### config.mk
export PLATFORM = sky130hd
export DESIGN_NAME = aqs_sequencer
export DESIGN_NICKNAME = d
export VERILOG_FILES = /design/src/rtl/aqs_pkg.sv /design/src/rtl/aqs_sample_fifo.sv /design/src/rtl/aqs_sequencer.sv
export SDC_FILE = /design/constraint.sdc
export NUM_CORES = 1
export LEC_CHECK = 0
export ABC_AREA = 0
export BUFFER_PORTS_ARGS = -buffer_cell sky130_fd_sc_hd__buf_2
export CELL_PAD_IN_SITES_DETAIL_PLACEMENT = 1
export CELL_PAD_IN_SITES_GLOBAL_PLACEMENT = 1
export CORE_MARGIN = 3
export CORE_UTILIZATION = 55
export CTS_CLUSTER_DIAMETER = 100
export DETAILED_ROUTE_END_ITERATION = 7
export PLACE_DENSITY_LB_ADDON = 0.2
export SLEW_MARGIN = 0
export SYNTH_ARGS = -nofsm -noshare
export SYNTH_HDL_FRONTEND = slang
export SYNTH_HIERARCHICAL = 1
export SYNTH_SLANG_ARGS = --single-unit
### constraint.sdc
create_clock -name core_clk -period 6.4 [get_ports core_clk]
set_input_delay 0.32 -clock core_clk [delete_from_list [all_inputs] [get_ports core_clk]]
set_output_delay 0.32 -clock core_clk [all_outputs]
set_load 0.005 [all_outputs]
### src/rtl/aqs_pkg.sv
/*
  Shared constants for the acquisition sequencer: timing, widths, states.
  Assumes a single 25 MHz core clock and active-low asynchronous reset.
*/
`default_nettype none
package aqs_pkg;
   // ==========================================================
   // Clock and timing
   localparam int CORE_CLK_HZ       = 25_000_000;
   localparam int PACE_PERIOD_NS    = 4000;       // Default internal pace period
   localparam int PACE_DIV_CYCLES   = (PACE_PERIOD_NS * (CORE_CLK_HZ / 1_000_000)) / 1000;
   // ==========================================================
   // Sizes
   localparam int CHAN_W            = 5;          // Channel number width
   localparam int RANGE_W           = 2;          // Input range code width
   localparam int SAMPLE_W          = 16;         // Converter word width
   localparam int SCAN_DEPTH        = 8;          // Scan list entries
   localparam int SCAN_IDX_W        = 3;
   localparam int FIFO_DEPTH        = 16;         // Onboard FIFO words
   localparam int FIFO_IDX_W        = 4;
   localparam int COUNT_W           = 24;         // Finite sample counter
   // ==========================================================
   // Sequencer states, Gray along idle-load-convert-wait path
   typedef enum logic [1:0] {
      AQS_IDLE    = 2'b00,
      AQS_LOAD    = 2'b01,
      AQS_CONVERT = 2'b11,
      AQS_WAIT    = 2'b10
   } aqs_state_t;
endpackage
`default_nettype wire

### src/rtl/aqs_sample_fifo.sv
/*
  Sample FIFO in flip-flops. When full and not read in the same cycle, a
  write overwrites the oldest word and raises a one-cycle overwrite pulse.
  Assumes writer and reader on the same clock.
*/
`default_nettype none
module aqs_sample_fifo #(
   parameter int WIDTH = aqs_pkg::SAMPLE_W,
   parameter int DEPTH = aqs_pkg::FIFO_DEPTH,
   parameter int IDX_W = aqs_pkg::FIFO_IDX_W
) (
   // Clock and reset
   input  wire logic             core_clk,
   input  wire logic             rst_n,
   input  wire logic             flush,
   // Write side
   input  wire logic             wrValid,
   input  wire logic [WIDTH-1:0] wrData,
   output logic                  overwrite,
   // Read side
   output logic                  rdValid,
   input  wire logic             rdReady,
   output logic [WIDTH-1:0]      rdData
);
   // ==========================================================
   // Storage and pointers
   logic [WIDTH-1:0] mem_reg [DEPTH];
   logic [IDX_W-1:0] wrPtr_reg, wrPtr_next;
   logic [IDX_W-1:0] rdPtr_reg, rdPtr_next;
   logic [IDX_W:0]   fill_reg, fill_next;
   logic             ovw_reg, ovw_next;
   logic             full, doRead;

   assign full      = (fill_reg == (IDX_W+1)'(DEPTH));
   assign doRead    = rdReady && (fill_reg != '0);
   assign rdValid   = (fill_reg != '0);
   assign rdData    = mem_reg[rdPtr_reg];
   assign overwrite = ovw_reg;

   // ==========================================================
   // Pointer arithmetic; full write with no read drops the oldest word
   always_comb begin
      wrPtr_next = wrPtr_reg;
      rdPtr_next = rdPtr_reg;
      fill_next  = fill_reg;
      ovw_next   = 1'b0;
      if (flush) begin
         wrPtr_next = '0;
         rdPtr_next = '0;
         fill_next  = '0;
      end else begin
         if (wrValid) begin
            wrPtr_next = wrPtr_reg + 1'b1;
         end
         if (wrValid && full && !doRead) begin
            rdPtr_next = rdPtr_reg + 1'b1;   // RULE9
            ovw_next   = 1'b1;               // RULE10
         end else if (doRead) begin
            rdPtr_next = rdPtr_reg + 1'b1;
            if (!wrValid) fill_next = fill_reg - 1'b1;
         end else if (wrValid) begin
            fill_next = fill_reg + 1'b1;
         end
      end
   end

   // ==========================================================
   // Registers
   always_ff @(posedge core_clk or negedge rst_n) begin
      if (!rst_n) begin
         wrPtr_reg <= '0;
         rdPtr_reg <= '0;
         fill_reg  <= '0;
         ovw_reg   <= 1'b0;
      end else begin
         wrPtr_reg <= wrPtr_next;
         rdPtr_reg <= rdPtr_next;
         fill_reg  <= fill_next;
         ovw_reg   <= ovw_next;
      end
   end

   // Data store has no reset; valid tracking covers it
   always_ff @(posedge core_clk) begin
      if (wrValid && !flush) mem_reg[wrPtr_reg] <= wrData;
   end
endmodule
`default_nettype wire

### src/rtl/aqs_sequencer.sv
/*
  Analog-input acquisition sequencer: scan list stepping, gain loading,
  software or hardware pacing, finite/continuous modes, FIFO and error.
  Assumes a converter with start/done handshake on core_clk; external
  pace clock and trigger arrive asynchronously on pins.
*/
`default_nettype none
// Overview of operation
// [RULE1] Load gain range before converting new channel
// [RULE2] One conversion per software command
// [RULE3] Hardware pacing from internal or external clock
// [RULE4] Hardware trigger only in hardware-timed mode
// [RULE5] Hardware-timed samples go through the FIFO
// [RULE6] Finite mode stops after preset count
// [RULE7] Host uses finite mode with reference trigger; the sequencer has no reference trigger, only a start trigger on startTrigPin
// [RULE8] Continuous runs until host stop
// [RULE9] Full FIFO overwrites oldest unread data
// [RULE10] Raise error on FIFO overwrite
// [RULE11] Ignore pace pulses while not acquiring
// [RULE12] Sample counter loads count, decrements per pulse
// [RULE13] Error stays until cleared or new start
module aqs_sequencer #(
   parameter int PACE_DIV = aqs_pkg::PACE_DIV_CYCLES
) (
   // Clock and reset
   input  wire logic                          core_clk,
   input  wire logic                          rst_n,
   // Host control
   input  wire logic                          hwTimed,
   input  wire logic                          finiteMode,
   input  wire logic                          extPaceSel,
   input  wire logic                          trigEnable,
   input  wire logic                          startCmd,
   input  wire logic                          stopCmd,
   input  wire logic                          swConvCmd,
   input  wire logic                          errClear,
   input  wire logic [aqs_pkg::COUNT_W-1:0]   sampleCount,
   input  wire logic [aqs_pkg::SCAN_IDX_W-1:0] scanLen,
   // Scan list write port
   input  wire logic                          scanWr,
   input  wire logic [aqs_pkg::SCAN_IDX_W-1:0] scanWrIdx,
   input  wire logic [aqs_pkg::CHAN_W-1:0]    scanWrChan,
   input  wire logic [aqs_pkg::RANGE_W-1:0]   scanWrRange,
   // Pins
   input  wire logic                          acquisition_pace_clock,
   input  wire logic                          startTrigPin,
   // Mux and gain amplifier
   output logic [aqs_pkg::CHAN_W-1:0]         muxChan,
   output logic [aqs_pkg::RANGE_W-1:0]        programmable_gain_amp,
   output logic                               gainLoad,
   // Converter
   output logic                               convStart,
   input  wire logic                          convDone,
   input  wire logic [aqs_pkg::SAMPLE_W-1:0]  convData,
   // Software single-sample result
   output logic [aqs_pkg::SAMPLE_W-1:0]       swData,
   output logic                               swValid,
   // Stream toward USB
   output logic                               streamValid,
   input  wire logic                          streamReady,
   output logic [aqs_pkg::SAMPLE_W-1:0]       streamData,
   // Status
   output logic                               running,
   output logic                               overflowErr
);
   // ==========================================================
   // Scan list storage
   logic [aqs_pkg::CHAN_W-1:0]  scanChan_reg  [aqs_pkg::SCAN_DEPTH];
   logic [aqs_pkg::RANGE_W-1:0] scanRange_reg [aqs_pkg::SCAN_DEPTH];

   genvar gi;
   generate
      for (gi = 0; gi < aqs_pkg::SCAN_DEPTH; gi++) begin : gScan
         always_ff @(posedge core_clk or negedge rst_n) begin
            if (!rst_n) begin
               scanChan_reg[gi]  <= '0;
               scanRange_reg[gi] <= '0;
            end else if (scanWr && scanWrIdx == gi) begin
               scanChan_reg[gi]  <= scanWrChan;
               scanRange_reg[gi] <= scanWrRange;
            end
         end
      end
   endgenerate

   // ==========================================================
   // Pin synchronisers and edge detect (third stage for edge only)
   logic [2:0] paceSync_reg;
   logic [2:0] trigSync_reg;
   always_ff @(posedge core_clk or negedge rst_n) begin
      if (!rst_n) begin
         paceSync_reg <= '0;
         trigSync_reg <= '0;
      end else begin
         paceSync_reg <= {paceSync_reg[1:0], acquisition_pace_clock};
         trigSync_reg <= {trigSync_reg[1:0], startTrigPin};
      end
   end
   logic extPaceEdge, trigEdge;
   assign extPaceEdge = paceSync_reg[1] && !paceSync_reg[2];
   assign trigEdge    = trigSync_reg[1] && !trigSync_reg[2];

   // ==========================================================
   // Internal pace divider; runs only while acquiring
   logic [31:0] divCnt_reg, divCnt_next;
   logic        intPace;
   logic        armed_reg, armed_next;   // Waiting for start trigger
   logic        run_reg, run_next;
   assign intPace = run_reg && (divCnt_reg == 32'(PACE_DIV - 1));
   always_comb begin
      divCnt_next = '0;
      if (run_reg && !intPace) divCnt_next = divCnt_reg + 32'h1;
   end

   // Selected pace pulse, masked outside an acquisition
   logic pacePulse;
   assign pacePulse = run_reg && (extPaceSel ? extPaceEdge : intPace); // RULE3 RULE11

   // ==========================================================
   // Sequencer control
   aqs_pkg::aqs_state_t state_reg, state_next;
   logic [aqs_pkg::SCAN_IDX_W-1:0] idx_reg, idx_next;
   logic [aqs_pkg::COUNT_W-1:0]    cnt_reg, cnt_next;
   logic                           swMode_reg, swMode_next;
   logic [aqs_pkg::CHAN_W-1:0]     mux_reg, mux_next;
   logic [aqs_pkg::RANGE_W-1:0]    gain_reg, gain_next;
   logic                           gLoad_reg, gLoad_next;
   logic                           cStart_reg, cStart_next;
   logic [aqs_pkg::SAMPLE_W-1:0]   swData_reg, swData_next;
   logic                           swValid_reg, swValid_next;
   logic                           err_reg, err_next;
   logic                           fifoWr, fifoOvw, fifoFlush;
   logic                           scanLast;

   assign scanLast = (idx_reg == scanLen);

   always_comb begin
      state_next   = state_reg;
      idx_next     = idx_reg;
      cnt_next     = cnt_reg;
      swMode_next  = swMode_reg;
      mux_next     = mux_reg;
      gain_next    = gain_reg;
      gLoad_next   = 1'b0;
      cStart_next  = 1'b0;
      swData_next  = swData_reg;
      swValid_next = 1'b0;
      run_next     = run_reg;
      armed_next   = armed_reg;
      fifoWr       = 1'b0;
      fifoFlush    = 1'b0;
      // Start of a hardware-timed acquisition
      if (startCmd && hwTimed && !run_reg) begin
         fifoFlush = 1'b1;
         cnt_next  = sampleCount;                         // RULE12
         idx_next  = '0;
         if (trigEnable) armed_next = 1'b1;              // RULE4
         else run_next = 1'b1;
      end
      if (armed_reg && trigEdge && hwTimed) begin        // RULE4
         armed_next = 1'b0;
         run_next   = 1'b1;
      end
      // Host stop ends any acquisition
      if (stopCmd) begin                                 // RULE8
         run_next   = 1'b0;
         armed_next = 1'b0;
      end
      case (state_reg)
         aqs_pkg::AQS_IDLE: begin
            if (pacePulse && (!finiteMode || cnt_reg != '0)) begin
               swMode_next = 1'b0;
               idx_next    = '0;
               state_next  = aqs_pkg::AQS_LOAD;
               if (finiteMode) cnt_next = cnt_reg - 1'b1; // RULE12
            end else if (swConvCmd && !hwTimed && !run_reg) begin // RULE2
               swMode_next = 1'b1;
               state_next  = aqs_pkg::AQS_LOAD;
            end
         end
         aqs_pkg::AQS_LOAD: begin
            // Gain set with channel, one cycle ahead of the start
            mux_next   = scanChan_reg[idx_reg];
            gain_next  = scanRange_reg[idx_reg];         // RULE1
            gLoad_next = 1'b1;                           // RULE1
            state_next = aqs_pkg::AQS_CONVERT;
         end
         aqs_pkg::AQS_CONVERT: begin
            cStart_next = 1'b1;                          // RULE2
            state_next  = aqs_pkg::AQS_WAIT;
         end
         aqs_pkg::AQS_WAIT: begin
            if (convDone) begin
               if (swMode_reg) begin
                  swData_next  = convData;
                  swValid_next = 1'b1;
                  state_next   = aqs_pkg::AQS_IDLE;
               end else begin
                  fifoWr = 1'b1;                         // RULE5
                  if (scanLast) begin
                     state_next = aqs_pkg::AQS_IDLE;
                     if (finiteMode && cnt_reg == '0) run_next = 1'b0; // RULE6
                  end else begin
                     idx_next   = idx_reg + 1'b1;
                     state_next = aqs_pkg::AQS_LOAD;
                  end
               end
            end
         end
         default: state_next = aqs_pkg::AQS_IDLE;
      endcase
      // Overwrite sets; set beats clear, new start clears
      err_next = err_reg;
      if (errClear || fifoFlush) err_next = 1'b0;        // RULE13
      if (fifoOvw) err_next = 1'b1;                      // RULE10
   end

   // ==========================================================
   // Control registers
   always_ff @(posedge core_clk or negedge rst_n) begin
      if (!rst_n) begin
         state_reg   <= aqs_pkg::AQS_IDLE;
         idx_reg     <= '0;
         cnt_reg     <= '0;
         swMode_reg  <= 1'b0;
         mux_reg     <= '0;
         gain_reg    <= '0;
         gLoad_reg   <= 1'b0;
         cStart_reg  <= 1'b0;
         swData_reg  <= '0;
         swValid_reg <= 1'b0;
         run_reg     <= 1'b0;
         armed_reg   <= 1'b0;
         err_reg     <= 1'b0;
         divCnt_reg  <= '0;
      end else begin
         state_reg   <= state_next;
         idx_reg     <= idx_next;
         cnt_reg     <= cnt_next;
         swMode_reg  <= swMode_next;
         mux_reg     <= mux_next;
         gain_reg    <= gain_next;
         gLoad_reg   <= gLoad_next;
         cStart_reg  <= cStart_next;
         swData_reg  <= swData_next;
         swValid_reg <= swValid_next;
         run_reg     <= run_next;
         armed_reg   <= armed_next;
         err_reg     <= err_next;
         divCnt_reg  <= divCnt_next;
      end
   end

   // ==========================================================
   // Sample FIFO toward the host stream
   logic                         fValid;
   logic [aqs_pkg::SAMPLE_W-1:0] fData;
   logic                         streamValid_reg;   // Output word waiting for the host
   logic [aqs_pkg::SAMPLE_W-1:0] streamData_reg;    // Held until the handshake
   aqs_sample_fifo u_fifo (
      .core_clk  (core_clk),
      .rst_n     (rst_n),
      .flush     (fifoFlush),
      .wrValid   (fifoWr),
      .wrData    (convData),
      .overwrite (fifoOvw),
      .rdValid   (fValid),
      .rdReady   (streamReady && !streamValid_reg),
      .rdData    (fData)
   );

   // Output stage so stream outputs come from flip-flops
   always_ff @(posedge core_clk or negedge rst_n) begin
      if (!rst_n) begin
         streamValid_reg <= 1'b0;
         streamData_reg  <= '0;
      end else if (streamValid_reg) begin
         if (streamReady) streamValid_reg <= 1'b0;
      end else if (streamReady && fValid) begin
         streamValid_reg <= 1'b1;
         streamData_reg  <= fData;
      end
   end

   assign muxChan               = mux_reg;
   assign programmable_gain_amp = gain_reg;
   assign gainLoad              = gLoad_reg;
   assign convStart             = cStart_reg;
   assign swData                = swData_reg;
   assign swValid               = swValid_reg;
   assign streamValid           = streamValid_reg;
   assign streamData            = streamData_reg;
   assign running               = run_reg;
   assign overflowErr           = err_reg;
endmodule
`default_nettype wire

==> results of run 1 <==
stage by stage:
step	instances	utilization	total power (W)
floorplan	1256	-	0.00473
global placement	1787	0.600	0.00523
detailed placement	1787	0.600	0.00534
CTS	1879	0.649	0.00808
global route	1879	0.649	0.00839
finish	1880	0.649	0.00802
cell usage after synthesis (3+ instances only):
cell type,n,share of area
a221oi_1,16,0.0075
and3_1,16,0.0054
xor2_1,25,0.012
nand2_1,64,0.013
buf_6,4,0.0024
mux4_2,46,0.055
edfxtp_1,256,0.41
or4_1,4,0.0016
inv_1,20,0.0040
nand2b_1,7,0.0023
nand4b_1,5,0.0023
and4_1,3,0.0014
o21ai_0,50,0.013
buf_2,13,0.0035
mux2_1,4,0.0024
o21bai_1,3,0.0012
nor2_1,82,0.016
a22oi_1,17,0.0068
nor2b_1,5,0.0017
nor3_1,36,0.0097
o32ai_1,10,0.0047
clkbuf_1,34,0.0068
nand3_1,38,0.010
ha_1,12,0.0080
mux2_2,104,0.063
nand4_1,13,0.0044
a32oi_1,7,0.0033
mux2i_1,57,0.031
nor4_2,3,0.0020
dfrtp_1,184,0.25
nor4_1,12,0.0040
a31oi_1,3,0.0010
a21o_1,3,0.0012
or3_1,7,0.0023
nor3b_1,6,0.0024
xnor2_1,14,0.0066
a21oi_1,26,0.0070
buf_4,3,0.0012
final timing paths:
path                            depth (start not counted)  slack (ns)                 from         endpoint
max in group asynchronous                               3        4.73                rst_n   streamData[10]
min in group asynchronous                               2        0.41                rst_n  scanChan_reg[6]
worst min-delay path                                    2        0.02       sampleCount[6]       cnt_reg[6]
worst max-delay path                                    7        3.08  u_fifo/rdPtr_reg[0]    streamData[2]
worst min register to register                          0        0.35      trigSync_reg[0]  trigSync_reg[1]
worst max register to register                          7        3.08  u_fifo/rdPtr_reg[0]    streamData[2]
layer usage:
metal  global-route usage  wire, µm
met5                    0        13
met4               0.0852      1410
met3               0.0423      2580
met2                0.492     25700
met1                0.366     20000
placed cells by master, fill, tap and decap left out, drive strengths merged, types with 13 or more instances in the layout:
master and instances:
xnor2 14, and3 16, buf 144, nand4 13
a22oi 17, mux4 46, clkbuf 63, mux2i 57
edfxtp 256, a221oi 16, mux2 108, o21ai 53
xor2 25, nand2 64, nor2 84, inv 23
dfrtp 184, nor3 37, nor4 16, a21oi 27
nand3 38
kinds of logic after synthesis:
group / after synthesis / share of synthesized area
DFF: 440 / 0.658
and+or+nand+nor: 320 / 0.0885
muxes: 211 / 0.151
AOI/OAI and AO/OA: 154 / 0.0554
buffers and inverters: 79 / 0.0190
xor gates and xnor gates: 39 / 0.0183
adders and majority gates: 13 / 0.00912
power breakdown:
part	total, W	leakage [nW]	switching [W]	internal, W
logic	0.00170	2.72	0.000853	0.000851
clock network	0.00271	0.733	0.00110	0.00161
registers	0.00361	4.58	0.000302	0.00330
what timing repair did:
item | CTS | global route
hold buffers | 9 | 0
setup buffers | 0 | 0
gates resized for setup | 0 | 0
hold endpoints to repair | 95 | 0
cell type report:
class,instances,share of cell area
Timing Repair Buffer,154,0.0423
Antenna cell,1,0.000117
Sequential cell,440,0.574
Inverter,23,0.00403
Multi-Input combinational cell,737,0.283
Tap cell,442,0.0258
Clock buffer,62,0.0598
Clock inverter,21,0.0113
==> results.cfg, run 1 <==
[outcome]
status = complete, no violations

[cts]
clk_pin_slew_ns = 0.06
cts_sinks = 440
cts-buffers-inserted = 45
clk_latency_ns = 0.56
cts_buffer_depth = 3
cts_root_buf = clkbuf_16
cts_tree = built
cts_max_level = 2

[flow_run]
max_cap_violations = 0

[setup_path]
crit_top_cell = mux2_2
slowest_stage = dfrtp_4
crit_chain = buf_4 > mux2_2 > o21ai_0 > a21oi_1 > a22oi_1 > nand2_1 > mux2_2
slowest_delay_ns = 1.03
cp.arrival_ns = 3.76
critPathBufInv = 1
cp.required_ns = 6.84
worstSetupEndpointType = flip-flop
crit_fanout = 53
worst-setup-path-type = flip-flop to flip-flop
critPathTopFamily = flip-flops
critPathLaunchType = flip-flop

[yosys]
yosysWarnings = 6
ys_ff_latch = 440
syn_nets = 1337
ys_types = 71
synthArstFlopShare = 0.418
syn_area_per_cell_um2 = 14.9
ys_seq_area_frac = 0.658
synthesis.area_mm2 = 0.0187
synth_ff_type = edfxtp_1
syn_inst = 1256
synth_edf_count = 256

[global_route]
grt_overflow = 0
antenna_found_initial = 1
grt_pass1_wl_um = 77100
grt_max_degree = 90
first_global_vias = 13000
grt_usage = 0.281

[routing]
drtPass1Iterations = 5
drc = 0
drt_wl_total_um = 49700
routed_via_density = 6.27
detail_route.wl_per_cell_um = 26.4
ant_nets = 0
drtIter0Drc = 891
vias = 11800

[sta]
hold_viol_final = 0
relSlewSlack = 0.177
post-route-min-period_ns = 3.32
setup_tns_ns = 0
drv_slew = 0
setup_ws_ns = 3.08
setup_viol = 0
rsz0062_at_grt = false
max_freq_ghz = 0.301
finalCritPeriodShare = 0.519
worst_pin_slew_ns = 1.22
skew_ns = 0.0149
holdWs_ns = 0.0206

[cells_and_area]
fillers = 3076
drive_gt1_frac = 0.278
nNetsFinal = 1482
finalInstanceArea_mm2 = 0.0214
synthToLayoutAreaGrowth_pct = 14.8
regArea_mm2 = 0.0123
multi_input_area_mm2 = 0.00606
largest_register_ff_count = 256

[power_and_ir_drop]
peakVddDrop_mv = 0.219
leakage_nw = 8.03
p_per_area_mw_per_mm2 = 374

[place]
placed_area_mm2 = 0.0198
port_buffers = 112
place.gp.congestion = 0.772
place_ws_ns = 3.09
hpwl_um = 29500

[die]
initial_core_util = 0.565
pin_count = 113
fp.dieW_um = 190
die_area_mm2 = 0.0362
row_count = 66
die-height_um = 190
core-area_mm2 = 0.0330

[min_path]
hp-class = input port to flip-flop
Note: power is estimated with default switching activity, not from simulation.
==> inputs of run 2 (changes only) <==
Settings changed: CORE_UTILIZATION 55 to 46.
Clock period 6.4 ns to 3 ns, I/O delays scaled along.
==> results.cfg, run 2 (synthesis results as in run 1) <==
[outcome]
status = complete, no violations

[setup_path]
critPathBufInv = 2
r2r_setup_slack_ns = 0.26
cp.arrival_ns = 3.22
worstSetupEndpointType = flip-flop
critPathTopFamily = simple AND/OR/NAND/NOR gates
slowest_stage = dfrtp_1
worstSetupStartpoint = u_fifo/fill_reg[1]
timing.critical_path.depth = 11
cp.required_ns = 3.48
endpoint = u_fifo/fill_reg[4]
slowest_delay_ns = 0.44
crit_fanout = 6
r2r_cells = 11
r2r-end = u_fifo/fill_reg[4]
critPathLaunchType = flip-flop
worst-setup-path-type = flip-flop to flip-flop
timing.rr.start = u_fifo/fill_reg[1]
crit_chain = nor4_4 > and2b_4 > inv_2 > nand2_1 > inv_1 > ha_1 > nor2b_1 > o21ai_0 > a211o_1 > a21o_1 > a31oi_1

[place]
hpwl_um = 29500
place.gp.congestion = 0.767
port_buffers = 112

[cts]
postCtsSetupBuffers = 0
cts_max_level = 2
clk_pin_slew_ns = 0.06
cts-buffers-inserted = 47
clk_latency_ns = 0.58
cts_resized = 0
cts_sinks = 440
cts_tree = built
cts_buffer_depth = 3
cts_root_buf = clkbuf_16

[die]
row_count = 73
die-height_um = 207
die_area_mm2 = 0.0430
core-area_mm2 = 0.0399
fp.dieW_um = 207
initial_core_util = 0.468
pin_count = 113

[sta]
post-route-min-period_ns = 2.74
rsz0062_at_grt = false
skew_ns = 0.0262
setup_tns_ns = 0
drv_slew = 0
setup_viol = 0
worst_pin_slew_ns = 0.822
relSlewSlack = 0.451
holdWs_ns = 0.111
max_freq_ghz = 0.365
finalCritPeriodShare = 0.913
hold_viol_final = 0

[cells_and_area]
synthToLayoutAreaGrowth_pct = 20.1
fillers = 3802
nNetsFinal = 1563
multi_input_area_mm2 = 0.00607
largest_register_ff_count = 256
regArea_mm2 = 0.0123
final_util = 0.562
layout_common_cells = 256 x edfxtp_1, 183 x dfrtp_1, 111 x buf_2
final_common_cell = edfxtp_1
drive_gt1_frac = 0.286

[global_route]
antenna_found_initial = 1
grt_pass1_wl_um = 74500
grt_max_degree = 59
grt_overflow = 0
first_global_vias = 12800
grt_usage = 0.221

[power_and_ir_drop]
peakVddDrop_mv = 0.452
leakage_nw = 8.49
p_per_area_mw_per_mm2 = 780
power_w = 0.0175

[routing]
routed_via_density = 5.64
drt_wl_total_um = 47500
vias = 11500
detail_route.wl_per_cell_um = 23.2
drtPass1Iterations = 5
ant_nets = 0
drtIter0Drc = 611
drc = 0

[min_path]
hp-class = input port to flip-flop
min_from = scanLen[1]

[flow_run]
max_cap_violations = 0
[run 2: what timing repair did]
action,4_1_cts,5_1_grt
setup endpoints to repair,0,0
endpoints found under the hold margin,386,0
hold buffers,60,0
[run 2: worst reg2reg max path, delay by kind of cell, from the launching register on]
family          cells  cell delay [ns]
buf+inv             2             0.13
fa+ha+maj           1             0.31
compound gates      4             0.81
simple gates        4             0.97
flops               1             0.44
[run 2: final cells by class]
class                           count  area share
Inverter                           23     0.00385
Sequential cell                   440       0.548
Timing Repair Buffer              233      0.0759
Antenna cell                        1    0.000112
Multi-Input combinational cell    737       0.270
Clock inverter                     27      0.0147
Tap cell                          525      0.0293
Clock buffer                       60      0.0574
[run 2: worst min-delay path by stage]
| stage | slack [ns] | cells past startpoint | end |
|---|---|---|---|
| 6_report | 0.11 | 4 | running |
| 4_1_cts | 0.05 | 5 | running |
| 3_3_place_gp | 0.17 | 1 | streamData[10] |
| 3_5_place_dp | 0.17 | 1 | streamData[10] |
| 2_1_floorplan | -0.15 | 0 | armed_reg |
| 5_1_grt | 0.13 | 4 | running |
[run 2: power by group]
part           leakage [nW]  internal (W)  total (W)  switching [W]
clock                 0.799       0.00364    0.00604        0.00240
sequential             4.58       0.00705    0.00761       0.000558
combinational          3.10       0.00197    0.00384        0.00187
[run 2: per-layer routing]
layer / track usage / vias to the layer above / routed length, µm
li1: - / 5255 / -
met2: 0.384 / 207 / 24100
met5: 0 / - / 0
met3: 0.0367 / 63 / 1950
met4: 0.0555 / 0 / 921
met1: 0.291 / 6022 / 20500
[run 2: metrics by stage]
step	instances	area, µm²	setup slack [ns]
after floorplan	1256	18700	0.199
after global placement	1898	20200	0.344
after detailed placement	1898	20200	0.266
after CTS	2045	22400	0.239
after global routing	2046	22400	0.0508
final	2046	22400	0.260
